## src/rtl/fpds_regs.svh

```systemverilog
// Constants for the front panel display strobe block.
// Assumes a 100 MHz system clock.
`ifndef FPDS_REGS_SVH
`define FPDS_REGS_SVH
`define FPDS_CLK_HZ 100000000
`define FPDS_DISP_HZ 125
`define FPDS_HALF_CYC (`FPDS_CLK_HZ / (2 * `FPDS_DISP_HZ))
`define FPDS_CNT_W 19
`define FPDS_DIGITS 16
`define FPDS_STATUS 4
`define FPDS_COLS 4
`define FPDS_ROWS 8
`define FPDS_SEG_BLANK 7'h00
`define FPDS_COMMON_SEG 3
`endif

```

## src/rtl/fpds_pkg.sv

```systemverilog
// Types shared by the front panel display strobe block.
// Assumes fpds_regs.svh is included first.
`include "fpds_regs.svh"
package fpds_pkg;
  typedef struct packed {
    logic [3:0] addr;
    logic inhibit;
  } fpds_strobe_req_t;
  typedef logic [6:0] fpds_seg7_t;
  typedef logic [3:0] fpds_seg4_t;
endpackage

```

## src/rtl/fpds_top.sv

```systemverilog
// Front panel switch matrix, display oscillator, strobe decoder and drivers.
// Assumes memory-board inputs are asynchronous and pass two flip-flops.
// Operation
// - Pushbuttons form four columns by eight rows, read by the controller.
// - Produce nominal 125 Hz square wave to drivers, complement to memory board.
// - Digit drivers decode weighted BCD to segments a-g while strobed.
// - Unstrobed digit drivers hold last decoded segments, ignoring BCD changes.
// - Inhibit high forces all sixteen strobes low and captures address.
// - Inhibit pulsed low raises only the decoded strobe for its duration.
// - Status drivers latch per driver, each with its four strobes tied together.
// - One status driver has fourth strobe high, driving common pins low.
`timescale 1ns/10ps
`default_nettype none
module fpds_top (
  input wire logic i_clk,
  input wire logic i_rst,
  input wire logic [`FPDS_COLS-1:0] i_col_drive_n,
  input wire logic [`FPDS_COLS*`FPDS_ROWS-1:0] i_key_pressed,
  output logic [`FPDS_ROWS-1:0] o_row_n,
  input wire fpds_pkg::fpds_strobe_req_t i_strobe_req,
  input wire logic [`FPDS_DIGITS*4-1:0] i_bcd,
  input wire logic [`FPDS_STATUS-1:0] i_status_strobe,
  input wire logic [`FPDS_STATUS*4-1:0] i_status_data,
  output logic o_display_frequency_input,
  output logic o_display_frequency_n,
  output logic [`FPDS_DIGITS-1:0] o_digit_strobe,
  output logic [`FPDS_DIGITS*7-1:0] o_digit_seg,
  output logic [`FPDS_STATUS*4-1:0] o_status_seg
);
  // Two-flop synchronisers, one block per pin group
  fpds_pkg::fpds_strobe_req_t req_s1_q;
  fpds_pkg::fpds_strobe_req_t req_s2_q;
  logic [`FPDS_COLS-1:0] col_s1_q;
  logic [`FPDS_COLS-1:0] col_s2_q;
  logic [`FPDS_COLS*`FPDS_ROWS-1:0] key_s1_q;
  logic [`FPDS_COLS*`FPDS_ROWS-1:0] key_s2_q;
  logic [`FPDS_DIGITS*4-1:0] bcd_s1_q;
  logic [`FPDS_DIGITS*4-1:0] bcd_s2_q;
  logic [`FPDS_STATUS-1:0] sst_s1_q;
  logic [`FPDS_STATUS-1:0] sst_s2_q;
  logic [`FPDS_STATUS*4-1:0] sdat_s1_q;
  logic [`FPDS_STATUS*4-1:0] sdat_s2_q;

  // Resets inhibited, so no strobe escapes while the board wakes
  always_ff @(posedge i_clk) begin
    if (i_rst) begin
      req_s1_q <= '{addr: 4'h0, inhibit: 1'b1};
      req_s2_q <= '{addr: 4'h0, inhibit: 1'b1};
    end else begin
      req_s1_q <= i_strobe_req;
      req_s2_q <= req_s1_q;
    end
  end

  // Columns idle high, no column selected
  always_ff @(posedge i_clk) begin
    if (i_rst) begin
      col_s1_q <= '1;
      col_s2_q <= '1;
    end else begin
      col_s1_q <= i_col_drive_n;
      col_s2_q <= col_s1_q;
    end
  end

  // Contact bounce is left to the controller's repeated scan
  always_ff @(posedge i_clk) begin
    if (i_rst) begin
      key_s1_q <= '0;
      key_s2_q <= '0;
    end else begin
      key_s1_q <= i_key_pressed;
      key_s2_q <= key_s1_q;
    end
  end

  // Same depth as the strobe path, so data and strobe stay aligned
  always_ff @(posedge i_clk) begin
    if (i_rst) begin
      bcd_s1_q <= '0;
      bcd_s2_q <= '0;
    end else begin
      bcd_s1_q <= i_bcd;
      bcd_s2_q <= bcd_s1_q;
    end
  end

  always_ff @(posedge i_clk) begin
    if (i_rst) begin
      sst_s1_q <= '0;
      sst_s2_q <= '0;
    end else begin
      sst_s1_q <= i_status_strobe;
      sst_s2_q <= sst_s1_q;
    end
  end

  always_ff @(posedge i_clk) begin
    if (i_rst) begin
      sdat_s1_q <= '0;
      sdat_s2_q <= '0;
    end else begin
      sdat_s1_q <= i_status_data;
      sdat_s2_q <= sdat_s1_q;
    end
  end

  // Key matrix: a row reads low if any driven-low column has that key pressed
  wire [`FPDS_ROWS-1:0] row_hit;
  logic [`FPDS_ROWS-1:0] row_n_q;
  genvar g;
  generate
    for (g = 0; g < `FPDS_ROWS; g++) begin : gen_row
      logic hit;
      always_comb begin
        hit = 1'b0;
        for (int c = 0; c < `FPDS_COLS; c++) begin
          if (!col_s2_q[c] && key_s2_q[c*`FPDS_ROWS+g]) begin
            hit = 1'b1;
          end
        end
      end
      assign row_hit[g] = hit;
    end
  endgenerate
  // Registered, so rows answer three edges after a column change
  always_ff @(posedge i_clk) begin
    if (i_rst) begin
      row_n_q <= '1;
    end else begin
      row_n_q <= ~row_hit;
    end
  end
  assign o_row_n = row_n_q;

  // Display oscillator: a divider stands in for the astable, so the rate is exact
  logic [`FPDS_CNT_W-1:0] osc_cnt_q;
  logic osc_wrap;
  logic osc_q;
  assign osc_wrap = (osc_cnt_q == `FPDS_CNT_W'(`FPDS_HALF_CYC - 1));
  always_ff @(posedge i_clk) begin
    if (i_rst) begin
      osc_cnt_q <= '0;
    end else if (osc_wrap) begin
      osc_cnt_q <= '0;
    end else begin
      osc_cnt_q <= osc_cnt_q + `FPDS_CNT_W'(1);
    end
  end
  always_ff @(posedge i_clk) begin
    if (i_rst) begin
      osc_q <= 1'b0;
    end else if (osc_wrap) begin
      osc_q <= ~osc_q;
    end
  end
  assign o_display_frequency_input = osc_q;
  // Complement goes to the memory board
  assign o_display_frequency_n = ~osc_q;

  // Digit strobe decoder: address latched while inhibited
  logic [3:0] addr_q;
  wire [`FPDS_DIGITS-1:0] strobe_d;
  logic [`FPDS_DIGITS-1:0] strobe_q;
  always_ff @(posedge i_clk) begin
    if (i_rst) begin
      addr_q <= 4'h0;
    end else if (req_s2_q.inhibit) begin
      addr_q <= req_s2_q.addr;
    end
  end

  // Latched address used, so mid-pulse address changes are ignored
  generate
    for (g = 0; g < `FPDS_DIGITS; g++) begin : gen_decode
      assign strobe_d[g] = (addr_q == 4'(g));
    end
  endgenerate
  always_ff @(posedge i_clk) begin
    if (i_rst) begin
      strobe_q <= '0;
    end else if (req_s2_q.inhibit) begin
      strobe_q <= '0;
    end else begin
      strobe_q <= strobe_d;
    end
  end
  assign o_digit_strobe = strobe_q;

  // Segment latches sit in the driver module
  generate
    for (g = 0; g < `FPDS_DIGITS; g++) begin : gen_digit
      fpds_digit_driver u_digit (
        .i_clk(i_clk),
        .i_rst(i_rst),
        .i_strobe(strobe_q[g]),
        .i_bcd(bcd_s2_q[g*4 +: 4]),
        .o_seg(o_digit_seg[g*7 +: 7])
      );
    end
  endgenerate

  // Status drivers, commoned strobe per driver
  wire [`FPDS_STATUS*4-1:0] sseg;
  generate
    for (g = 0; g < `FPDS_STATUS; g++) begin : gen_status
      logic [3:0] seg_q;
      always_ff @(posedge i_clk) begin
        if (i_rst) begin
          seg_q <= 4'h0;
        end else if (sst_s2_q[g]) begin
          seg_q <= sdat_s2_q[g*4 +: 4];
        end
      end
      assign sseg[g*4 +: 4] = seg_q;
    end
  endgenerate

  // Common pin driver: fourth strobe tied high, segment carries the 0 V level
  always_comb begin
    o_status_seg = sseg;
    o_status_seg[(`FPDS_STATUS-1)*4 + `FPDS_COMMON_SEG] = 1'b0;
  end
endmodule
`default_nettype wire

```

## src/rtl/fpds_digit_driver.sv

```systemverilog
// One BCD to seven-segment driver that follows while strobed, else holds.
// Assumes strobe and BCD are synchronous to i_clk.
`timescale 1ns/10ps
`default_nettype none
module fpds_digit_driver (
  input wire logic i_clk,
  input wire logic i_rst,
  input wire logic i_strobe,
  input wire logic [3:0] i_bcd,
  output logic [6:0] o_seg
);
  logic [6:0] dec;
  logic [6:0] seg_q;
  // Segment order {g,f,e,d,c,b,a}
  always_comb begin
    case (i_bcd)
      4'h0: dec = 7'h3f;
      4'h1: dec = 7'h06;
      4'h2: dec = 7'h5b;
      4'h3: dec = 7'h4f;
      4'h4: dec = 7'h66;
      4'h5: dec = 7'h6d;
      4'h6: dec = 7'h7d;
      4'h7: dec = 7'h07;
      4'h8: dec = 7'h7f;
      4'h9: dec = 7'h6f;
      default: dec = `FPDS_SEG_BLANK;
    endcase
  end
  // Registered, so a follow shows one cycle late
  always_ff @(posedge i_clk) begin
    if (i_rst) begin
      seg_q <= `FPDS_SEG_BLANK;
    end else if (i_strobe) begin
      seg_q <= dec;
    end
    // Hold otherwise
  end
  assign o_seg = seg_q;
endmodule
`default_nettype wire

```

## config.mk

```make
export PLATFORM = sky130hd
export DESIGN_NAME = fpds_top
export DESIGN_NICKNAME = d
export VERILOG_FILES = /design/src/rtl/fpds_pkg.sv /design/src/rtl/fpds_top.sv /design/src/rtl/fpds_digit_driver.sv
export VERILOG_INCLUDE_DIRS = /design/src /design/src/rtl
export SDC_FILE = /design/constraint.sdc
export NUM_CORES = 1
export LEC_CHECK = 0
export ABC_AREA = 1
export ABC_CLOCK_PERIOD_IN_PS = 3500
export BUFFER_PORTS_ARGS = -buffer_cell sky130_fd_sc_hd__buf_2
export CORE_MARGIN = 5
export CORE_UTILIZATION = 60
export DETAILED_ROUTE_END_ITERATION = 16
export MAX_ROUTING_LAYER = met4
export PLACE_DENSITY = 0.9
export SLEW_MARGIN = 25
export SYNTH_ARGS = -nofsm -noshare
export SYNTH_HDL_FRONTEND = slang
export SYNTH_SLANG_ARGS = --single-unit
```

## constraint.sdc

```tcl
create_clock -name i_clk -period 3.5 [get_ports i_clk]
set_input_delay 0.7 -clock i_clk [delete_from_list [all_inputs] [get_ports i_clk]]
set_output_delay 0.7 -clock i_clk [all_outputs]
set_load 0.02 [all_outputs]
```

Yosys cells after proc, flatten, opt, wreduce, memory -nomap -nowiden
Memories as Yosys holds them, arrays and structs flattened. A register that Yosys moved wholly into a read port is not among the register bits.
Cells that the tools add are included.
- add/sub/neg operators: 1
- multiply operators: 0
- div/mod/pow operators: 0
- $lt $le $gt $ge: 0
- equality and inequality tests: 16
- shift operators: 0
- muxes and demuxes: 32
- bitwise logic cells: 2
- reduce and logical (&&, ||, !) cells: 39
- operators with widths (operator ; number):
    $eq A4 B4 Y1 const B ; 8
    $logic_and A1 B1 Y1 ; 32
    $mux W1 ; 32
    $add A19 B1 Y19 const B ; 1
    $eq A19 B19 Y1 const B ; 1
    $eq A4 B3 Y1 const B ; 4
    $eq A4 B2 Y1 const B ; 2
    $not A8 Y8 ; 1
    $eq A4 B1 Y1 const B ; 1
    $logic_not A1 Y1 ; 4
    $logic_not A4 Y1 ; 1
    $reduce_or A2 Y1 ; 2
    $not A1 Y1 ; 1
- bits in registers: 311
- bits in latches: 0
- RAM bits: 0
- memory bits (read-only): 1792
- bits of input ports: 127
- output and inout port bits: 154
- logic and storage cells: 129
- memories kept: 16
- memory list (name ; depth ; bits a word ; rd ports ; clocked after Yosys merged registers in ; wr ports ; RTL line ; text):
    (no name shown) ; 16 ; 7 ; 1 ; 1 ; 0 ; fpds_digit_driver.sv:16 ; case (i_bcd)
    (no name shown) ; 16 ; 7 ; 1 ; 1 ; 0 ; fpds_digit_driver.sv:16 ;
    (no name shown) ; 16 ; 7 ; 1 ; 1 ; 0 ; fpds_digit_driver.sv:16 ;
    (no name shown) ; 16 ; 7 ; 1 ; 1 ; 0 ; fpds_digit_driver.sv:16 ;
    (no name shown) ; 16 ; 7 ; 1 ; 1 ; 0 ; fpds_digit_driver.sv:16 ;
    (no name shown) ; 16 ; 7 ; 1 ; 1 ; 0 ; fpds_digit_driver.sv:16 ;
    10 more memories ; -- ; -- ; -- ; -- ; -- ; -- ;

Logic depth before layout (Yosys ltp)
Gate-level depths: netlist of the first run.
- word-level depth: 7
- gate-level depth with buffers: 9
- depth with buffers taken out: 9

Hierarchy
Synthesis of the first run repeated with hierarchy kept, for this count alone.
- cell total of the unflattened synthesis: 2095
- area, all modules: 16343.2 µm²
- by module, submodules not included (module ; times used ; cells an instance ; area an instance (µm²) ; seq. area each (µm²)):
    fpds_top ; 1 ; 1113 ; 9529.1 ; 6226.0
    fpds_digit_driver at gen_digit[13].u_digit ... ; 10 ; 62 ; 429.2 ; 140.1
    fpds_digit_driver at gen_digit[10].u_digit ... ; 4 ; 60 ; 419.2 ; 140.1
    fpds_digit_driver at gen_digit[0].u_digit ; 1 ; 62 ; 422.9 ; 140.1
    fpds_digit_driver at gen_digit[15].u_digit ; 1 ; 60 ; 422.9 ; 140.1

Least setup slack after synthesis of the first run
No wires, ideal clock.
- path type: input port to flip-flop
- start: input i_rst
- end: register gen_digit[2].u_digit.seg_q[4]
- setup time: 0.116 ns
- arrival time: 1.456 ns
- required time: 3.384 ns
- path slack: 1.928 ns
- stages: 7
- buffers on the path: 4
- cell sequence: buf_2 > inv_1 > buf_4 > buf_4 > buf_4 > o211ai_1 > inv_1
- RTL lines (element ; RTL line ; text):
    start: declaration ; fpds_top.sv:16 ; input wire logic i_rst,
    end: declaration ; fpds_digit_driver.sv:13 ; logic [6:0] seg_q;
No word-level cell between the ends.

Final worst setup path of the first run
- start: register strobe_q[11] (netlist: o_digit_strobe[11])
- end: output o_digit_strobe[11]
- RTL lines (element ; RTL line ; text):
    start: declaration ; fpds_top.sv:164 ; logic [`FPDS_DIGITS-1:0] strobe_q;
    start signal: assignment ; fpds_top.sv:185 ; strobe_q <= strobe_d;
    end: declaration ; fpds_top.sv:26 ; output logic [`FPDS_DIGITS-1:0] o_digit_strobe,
No word-level cell between the ends.

==> results of run 1 <==
## Yosys cell counts, drive strengths merged (6+ instances only)
master and count:
o221ai 20, inv 428, a31oi 6, o22ai 16
o21ai 125, xor2 6, dfxtp 423, nand3 41
nor2 378, o211ai 16, buf 43, a21oi 99
nand2 192, ha 97, or2 31, clkbuf 30
## where the power goes
part	internal (mW)	switching (mW)	total, mW
Combinational	0.203	0.331	0.534
Sequential	4.97	0.0795	5.05
Clock	2.77	1.78	4.56
Total	7.95	2.19	10.1
## metrics by stage
step / power, mW / util / std cells
2_1_floorplan: 5.49 / - / 1976
3_3_place_gp: 5.64 / 0.668 / 2519
3_5_place_dp: 5.68 / 0.668 / 2519
4_1_cts: 10.2 / 0.722 / 2593
5_1_grt: 10.5 / 0.722 / 2594
6_report: 10.1 / 0.722 / 2594
## registers in the layout (all words and copies together) (netlist names)
register and count:
gen_status.seg_q 15, osc_cnt_q 19, sst_s1_q 4, col_s1_q 4, sst_s2_q 4, key_s1_q 32, req_s2_q 5, o_digit_strobe 16
col_s2_q 4, key_s2_q 32, gen_digit.u_digit.o_seg 112, sdat_s1_q 15, sdat_s2_q 15, o_row_n 8, addr_q 4, bcd_s2_q 64
bcd_s1_q 64, req_s1_q 5, o_display_frequency_input 1
## kinds of logic (layout without fill, tap and decap cells)
group | Yosys count | count (layout)
and+or+nand+nor | 657 | 657
buffers and inverters | 501 | 783
DFF | 423 | 423
AOI/OAI and AO/OA | 287 | 287
adders and majority gates | 97 | 97
xor gates and xnor gates | 10 | 10
other | 1 | 2
## final cells by class
class / instances / area (µm²)
Inverter: 428 / 1610
Timing Repair Buffer: 281 / 1450
Clock buffer: 59 / 1250
Fill cell: 1864 / 7280
Multi-Input combinational cell: 1052 / 5550
Tap cell: 335 / 419
Clock inverter: 15 / 184
Sequential cell: 423 / 8470
Antenna cell: 1 / 2.50
## worst max path at each step
| stage | slack [ns] | start | end | cells past startpoint |
|---|---|---|---|---|
| floorplan | 1.93 | i_rst | gen_digit[2].u_digit.o_seg[4] | 7 |
| global placement | 1.40 | i_rst | o_digit_strobe[15] | 5 |
| detailed placement | 1.35 | i_rst | osc_cnt_q[9] | 5 |
| CTS | 1.45 | o_digit_strobe[1] | o_digit_strobe[1] | 1 |
| global route | 1.42 | o_digit_strobe[3] | o_digit_strobe[3] | 1 |
| finish | 1.46 | o_digit_strobe[11] | o_digit_strobe[11] | 1 |
## layer usage
metal | part of all wire | up-vias
li1 | - | 6471
met1 | 0.41 | 5775
met2 | 0.48 | 475
met3 | 0.077 | 103
met4 | 0.036 | 0
met5 | 0 | -
==> results.md, run 1 <==
* Result of the run: finished, final reports clean
* Register-to-register setup slack at 1.90 ns
* Post-CTS Setup Inserts at 0
* Aggregate global routing overflow at 0
* Die height at 173 µm
* Relative area change from synthesis to final layout at 18.2%
* Layer with the highest usage: met2
* Die X-Extent at 173 µm
* Depth of the worst register-to-register path at 6
* Max-Cap Viols at 0
* Residual antenna-violating net count after detailed routing at 0
* Worst hold slack at 0.364 ns
* Highest attainable clock frequency at 491 MHz
* Worst Min Path Start: i_col_drive_n[3]
* Core Area at 0.0262 mm²
* Ratio of final minimum period to clock period at 0.582
* Leakage power total at 9.59 nW
* Mux contribution to synthesized area at 0
* Post-synth cell types at 31
* Maximum single-stage delay on the critical path at 0.57 ns
* Complex-gate fraction of the synthesized area at 0.100
* Detailed Route Iter0 Violations at 658
* Final critical-path setup slack at 1.46 ns
* Netlist area before placement at 0.0160 mm²
* Yosys warning count at 0
* RR Startpoint: osc_cnt_q[0]
* Top-area cell type share of the netlist area at 0.529
* Finished layout cell area at 0.0189 mm²
* Count of pins on the block boundary at 281
* Total wirelength of the detailed-routed design at 35300 µm
* Via-to-Cell Ratio at 4.94
* Actual transition at the worst max-transition pin at 0.622 ns
* Critical path's slowest cell: dfxtp_1
* EDFF count, synth at 0
* Fraction of the yosys area taken by sequential cells at 0.529
* Arrival @ worst endpoint at 1.34 ns
* Cell class contributing the biggest share of worst-path delay: flip-flops
* Endpoint class of the critical path: output pin
* GRT Util Overall at 0.234
* DRC at 0
* Worst max-slew margin expressed relative to the limit at 0.586
* Post-synthesis net count at 2200
* Crit Path Class: reg -> out
* Post-Synth Adder-Cell Area at 0.0758
* Number of iterations in the first detailed-routing pass at 5
* Buf+Inv Stages, Crit Path at 1
* DP Wirelength at 24400 µm
* Via count of the first global-routing pass at 12500
* Routed wire length per instance at 13.6 µm
* Setup_tns at 0 ns
* Startpoint type of the worst setup path: flop
* Global-route met3 utilization at 0.0491
* Number of max-slew violations in the final report at 0
* Area enclosed by the die boundary at 0.0301 mm²
* First-pass GRT wire length at 58400 µm
* Met1 global-route usage at 0.272
* List of cells traversed by the critical path: buf_2
* Commonest non-fill, non-tap cells in the layout: 427 x inv_1, 423 x dfxtp_1, 377 x nor2_1
* Vias after detailed routing at 12800
* Leading post-synthesis cells by cell area: dfxtp_1 53%, inv_1 10%, nor2_1 8.8%
* Unrepaired setup endpoints after global routing: no
* Terminus of the critical flop-to-flop path: osc_cnt_q[9]
* Root buffer cell: clkbuf_16
* Clock tree from TritonCTS: done
* Final critical-path required period at 2.04 ns
* Starting Density at 0.611
* Dominant combinational cell family by area after synthesis: simple AND/OR/NAND/NOR gates
* Class of the tightest hold or removal check: in -> reg
* Xor-xnor portion of the synthesized cell area at 0.00547
* Worst Skew at 0.0145 ns
* Worst hold endpoint: col_s1_q[3]
* Peak supply drop at 0.511 mV
* Maximum fanout along the worst path at 10
* Final-stage net count at 2452
* Clock slew at reported path FFs at 0.06 ns
* Depth of the worst hold-timing path at 2
* Number of buffers created by CTS at 42
* Maximum buffer depth of the clock tree at 3
* Most used flip-flop cell after synthesis: dfxtp_1
* Number of rows in the core area at 59
* # port buffers at 278
* Met2 track utilization from global routing at 0.403
* Pwr per Cell Area at 536 mW/mm²
* Register bit total from synthesis at 423
* Data required time at the worst endpoint at 2.80 ns
* Synth Instances at 1976
* Antenna violations before repair at 1
* GPL Wtd Cong at 0.930
* Share of synthesized cell area in and, or, nand and nor gates at 0.165
* CTS H-Tree Depth at 2
* Number of hold-repair buffers added at the cts stage at 0
* Post-place setup slack at 1.35 ns
* # clock sinks at 423
* Resized cells post-CTS at 0
* Layout cell share with drive strength beyond 1 at 0.172
* Biggest area consumer among synthesized cells: dfxtp_1
* Most common cell after layout, fill and taps aside: inv_1
* Setup-failing EPs final at 0
* Synth async-reset ratio at 0
* Clock latency of the later-clocked register in the worst-skew pair at 0.52 ns
* Instance area at placement at 0.0175 mm²
* Post-Synthesis Mean Instance Area at 8.10 µm²
* Final hold violations at 0
* Maximum number of pins on one net before global-route repair at 140
Note: power is estimated with default switching activity, not from simulation.
==> run 2, diff against run 1 <==
Settings changed: ABC_CLOCK_PERIOD_IN_PS 3500 to 1900, CORE_UTILIZATION 60 to 56, PLACE_DENSITY 0.9 to 0.85.
Clock period 3.5 ns to 1.9 ns, I/O delays scaled along.
==> results.md, run 2 (synthesis gave the netlist of run 1 again) <==
* GPL Wtd Cong at 0.891 (was 0.930)
* Number of iterations in the first detailed-routing pass at 8 (was 5)
* Worst max-slew margin expressed relative to the limit at 0.621 (was 0.586)
* Maximum buffer depth of the clock tree at 3 (unchanged)
* Power share of the sequential group at 0.504 (was 0.498)
* Endpoint class of the critical path: output pin (unchanged)
* Maximum fanout along the worst path at 8 (was 10)
* Switching pwr at 4.08 mW (was 2.19 mW)
* Share of total power in combinational logic at 0.054 (was 0.053)
* GRT Util Overall at 0.211 (was 0.234)
* Critical path's slowest cell: dfxtp_1 (unchanged)
* Residual antenna-violating net count after detailed routing at 0 (unchanged)
* Root buffer cell: clkbuf_16 (unchanged)
* Crit Path Class: reg -> out (unchanged)
* Clock latency of the later-clocked register in the worst-skew pair at 0.53 ns (was 0.52 ns)
* Post-CTS Setup Inserts at 0 (unchanged)
* Number of hold-repair buffers added at the cts stage at 0 (unchanged)
* Routed wire length per instance at 12.8 µm (was 13.6 µm)
* Arrival @ worst endpoint at 1.34 ns (about the same)
* Final-stage net count at 2459 (was 2452)
* Area enclosed by the die boundary at 0.0321 mm² (was 0.0301 mm²)
* First-pass GRT wire length at 54700 µm (was 58400 µm)
* Final critical-path required period at 1.72 ns
* Maximum single-stage delay on the critical path at 0.57 ns (about the same)
* Count of pins on the block boundary at 281 (unchanged)
* Multi-input logic area at 0.00555 mm² (unchanged)
* DRC at 0 (unchanged)
* Die height at 179 µm (was 173 µm)
* Antenna violations before repair at 2 (was 1)
* Switching Fraction at 0.221 (was 0.216)
* Area occupied by registers at 0.00847 mm² (unchanged)
* Internal at 14.4 mW (was 7.95 mW)
* Total wirelength of the detailed-routed design at 34000 µm (was 35300 µm)
* Vias after detailed routing at 12600 (was 12800)
* Startpoint type of the worst setup path: flop (unchanged)
* Final hold violations at 0 (unchanged)
* Final Util at 0.667 (was 0.722)
* # clock sinks at 423 (unchanged)
* Setup-failing EPs final at 0 (unchanged)
* Detailed Route Iter0 Violations at 523 (was 658)
* Core Area at 0.0285 mm² (was 0.0262 mm²)
* DP Wirelength at 24100 µm (was 24400 µm)
* Relative area change from synthesis to final layout at 18.5% (was 18.2%)
* Number of max-slew violations in the final report at 0 (unchanged)
* Via-to-Cell Ratio at 4.76 (was 4.94)
* Clock power share at 0.442 (was 0.449)
* Buf+Inv Stages, Crit Path at 1 (unchanged)
* Cell class contributing the biggest share of worst-path delay: flip-flops (unchanged)
* Aggregate global routing overflow at 0 (unchanged)
* Number of rows in the core area at 62 (was 59)
* Peak supply drop at 0.845 mV (was 0.511 mV)
* Via count of the first global-routing pass at 12000 (was 12500)
* Largest register FFs at 112 (unchanged)
* Commonest non-fill, non-tap cells in the layout: 427 x inv_1, 423 x dfxtp_1, 377 x nor2_1 (unchanged)
* Most common cell after layout, fill and taps aside: inv_1 (unchanged)
* Setup_tns at 0 ns (unchanged)
* Worst Skew at 0.0190 ns (was 0.0145 ns)
* Highest attainable clock frequency at 581 MHz
* Die X-Extent at 179 µm (was 173 µm)
* Layout cell share with drive strength beyond 1 at 0.173 (was 0.172)
* List of cells traversed by the critical path: buf_2 (unchanged)
* Clock slew at reported path FFs at 0.06 ns (about the same)
* Result of the run: finished, final reports clean (unchanged)
* # port buffers at 278 (unchanged)
* Maximum number of pins on one net before global-route repair at 88 (was 140)
* Number of fill cells at 2190 (was 1864)
* Resized cells post-CTS at 0 (unchanged)
* Unrepaired setup endpoints after global routing: no (unchanged)
* Ratio of final minimum period to clock period at 0.906
* Starting Density at 0.562 (was 0.611)
* CTS H-Tree Depth at 2 (unchanged)
* Number of buffers created by CTS at 42 (unchanged)
* Final total power at 18.4 mW (was 10.1 mW)
* Pwr per Cell Area at 972 mW/mm² (was 536 mW/mm²)
* Max-Cap Viols at 0 (unchanged)
* Clock tree from TritonCTS: done (unchanged)
* Post-place setup slack at 0.315 ns (was 1.35 ns)
* Data required time at the worst endpoint at 1.52 ns (was 2.80 ns)
* Class of the tightest hold or removal check: in -> reg (unchanged)
* Actual transition at the worst max-transition pin at 0.569 ns (was 0.622 ns)
* Leakage power total at 9.59 nW (about the same)
* Final critical-path setup slack at 0.179 ns (was 1.46 ns)
run 2: worst reg2reg max path, stage by stage (launching register included):
cell      delay [ns]
dfxtp_1         0.35
ha_1            0.21
nand2_1         0.10
nor2_4          0.14
nand3b_2        0.13
o21ai_4         0.41
nor2_1          0.09
run 2: final cells by class:
class,instances,area share
diodes,2,0.000264
clock buffers,54,0.0604
clock inverters,21,0.0115
inverters,428,0.0847
multi-input cells,1052,0.293
flip-flops and latches,423,0.446
well taps,384,0.0253
repair buffers,288,0.0790
run 2: path summary, 6_finish.rpt:
kind                     startpoint                end  slack, ns  cells past startpoint
setup / recovery  o_digit_strobe[3]  o_digit_strobe[3]       0.18                      1
hold / removal     i_col_drive_n[0]        col_s1_q[0]       0.03                      2
setup reg to reg       osc_cnt_q[0]       osc_cnt_q[8]       0.33                      6
hold reg to reg        bcd_s1_q[22]       bcd_s2_q[22]       0.40                      2
run 2: metal layers:
metal / share of wire / wire (µm) / GRT usage
met3: 0.074 / 2530 / 0.0422
met4: 0.037 / 1260 / 0.0793
met1: 0.42 / 14400 / 0.252
met5: 0 / 0 / -
met2: 0.47 / 15900 / 0.354
run 2: power by group through the flow:
stage	combinational, mW	clock (mW)	sequential [mW]
after global placement	0.933	0	9.48
after floorplan	0.632	0	9.48
after CTS	0.991	8.31	9.30
final	0.987	8.16	9.30
after global routing	1.14	8.68	9.33
after detailed placement	0.972	0	9.49
run 2: per-stage QoR:
stage	hold WS (ns)	std cells	area, µm²
floorplan	0.388	1976	16000
global placement	0.391	2575	17600
detailed placement	0.392	2575	17600
CTS	0.00865	2650	19000
global route	0.0252	2652	19000
finish	0.0290	2652	19000
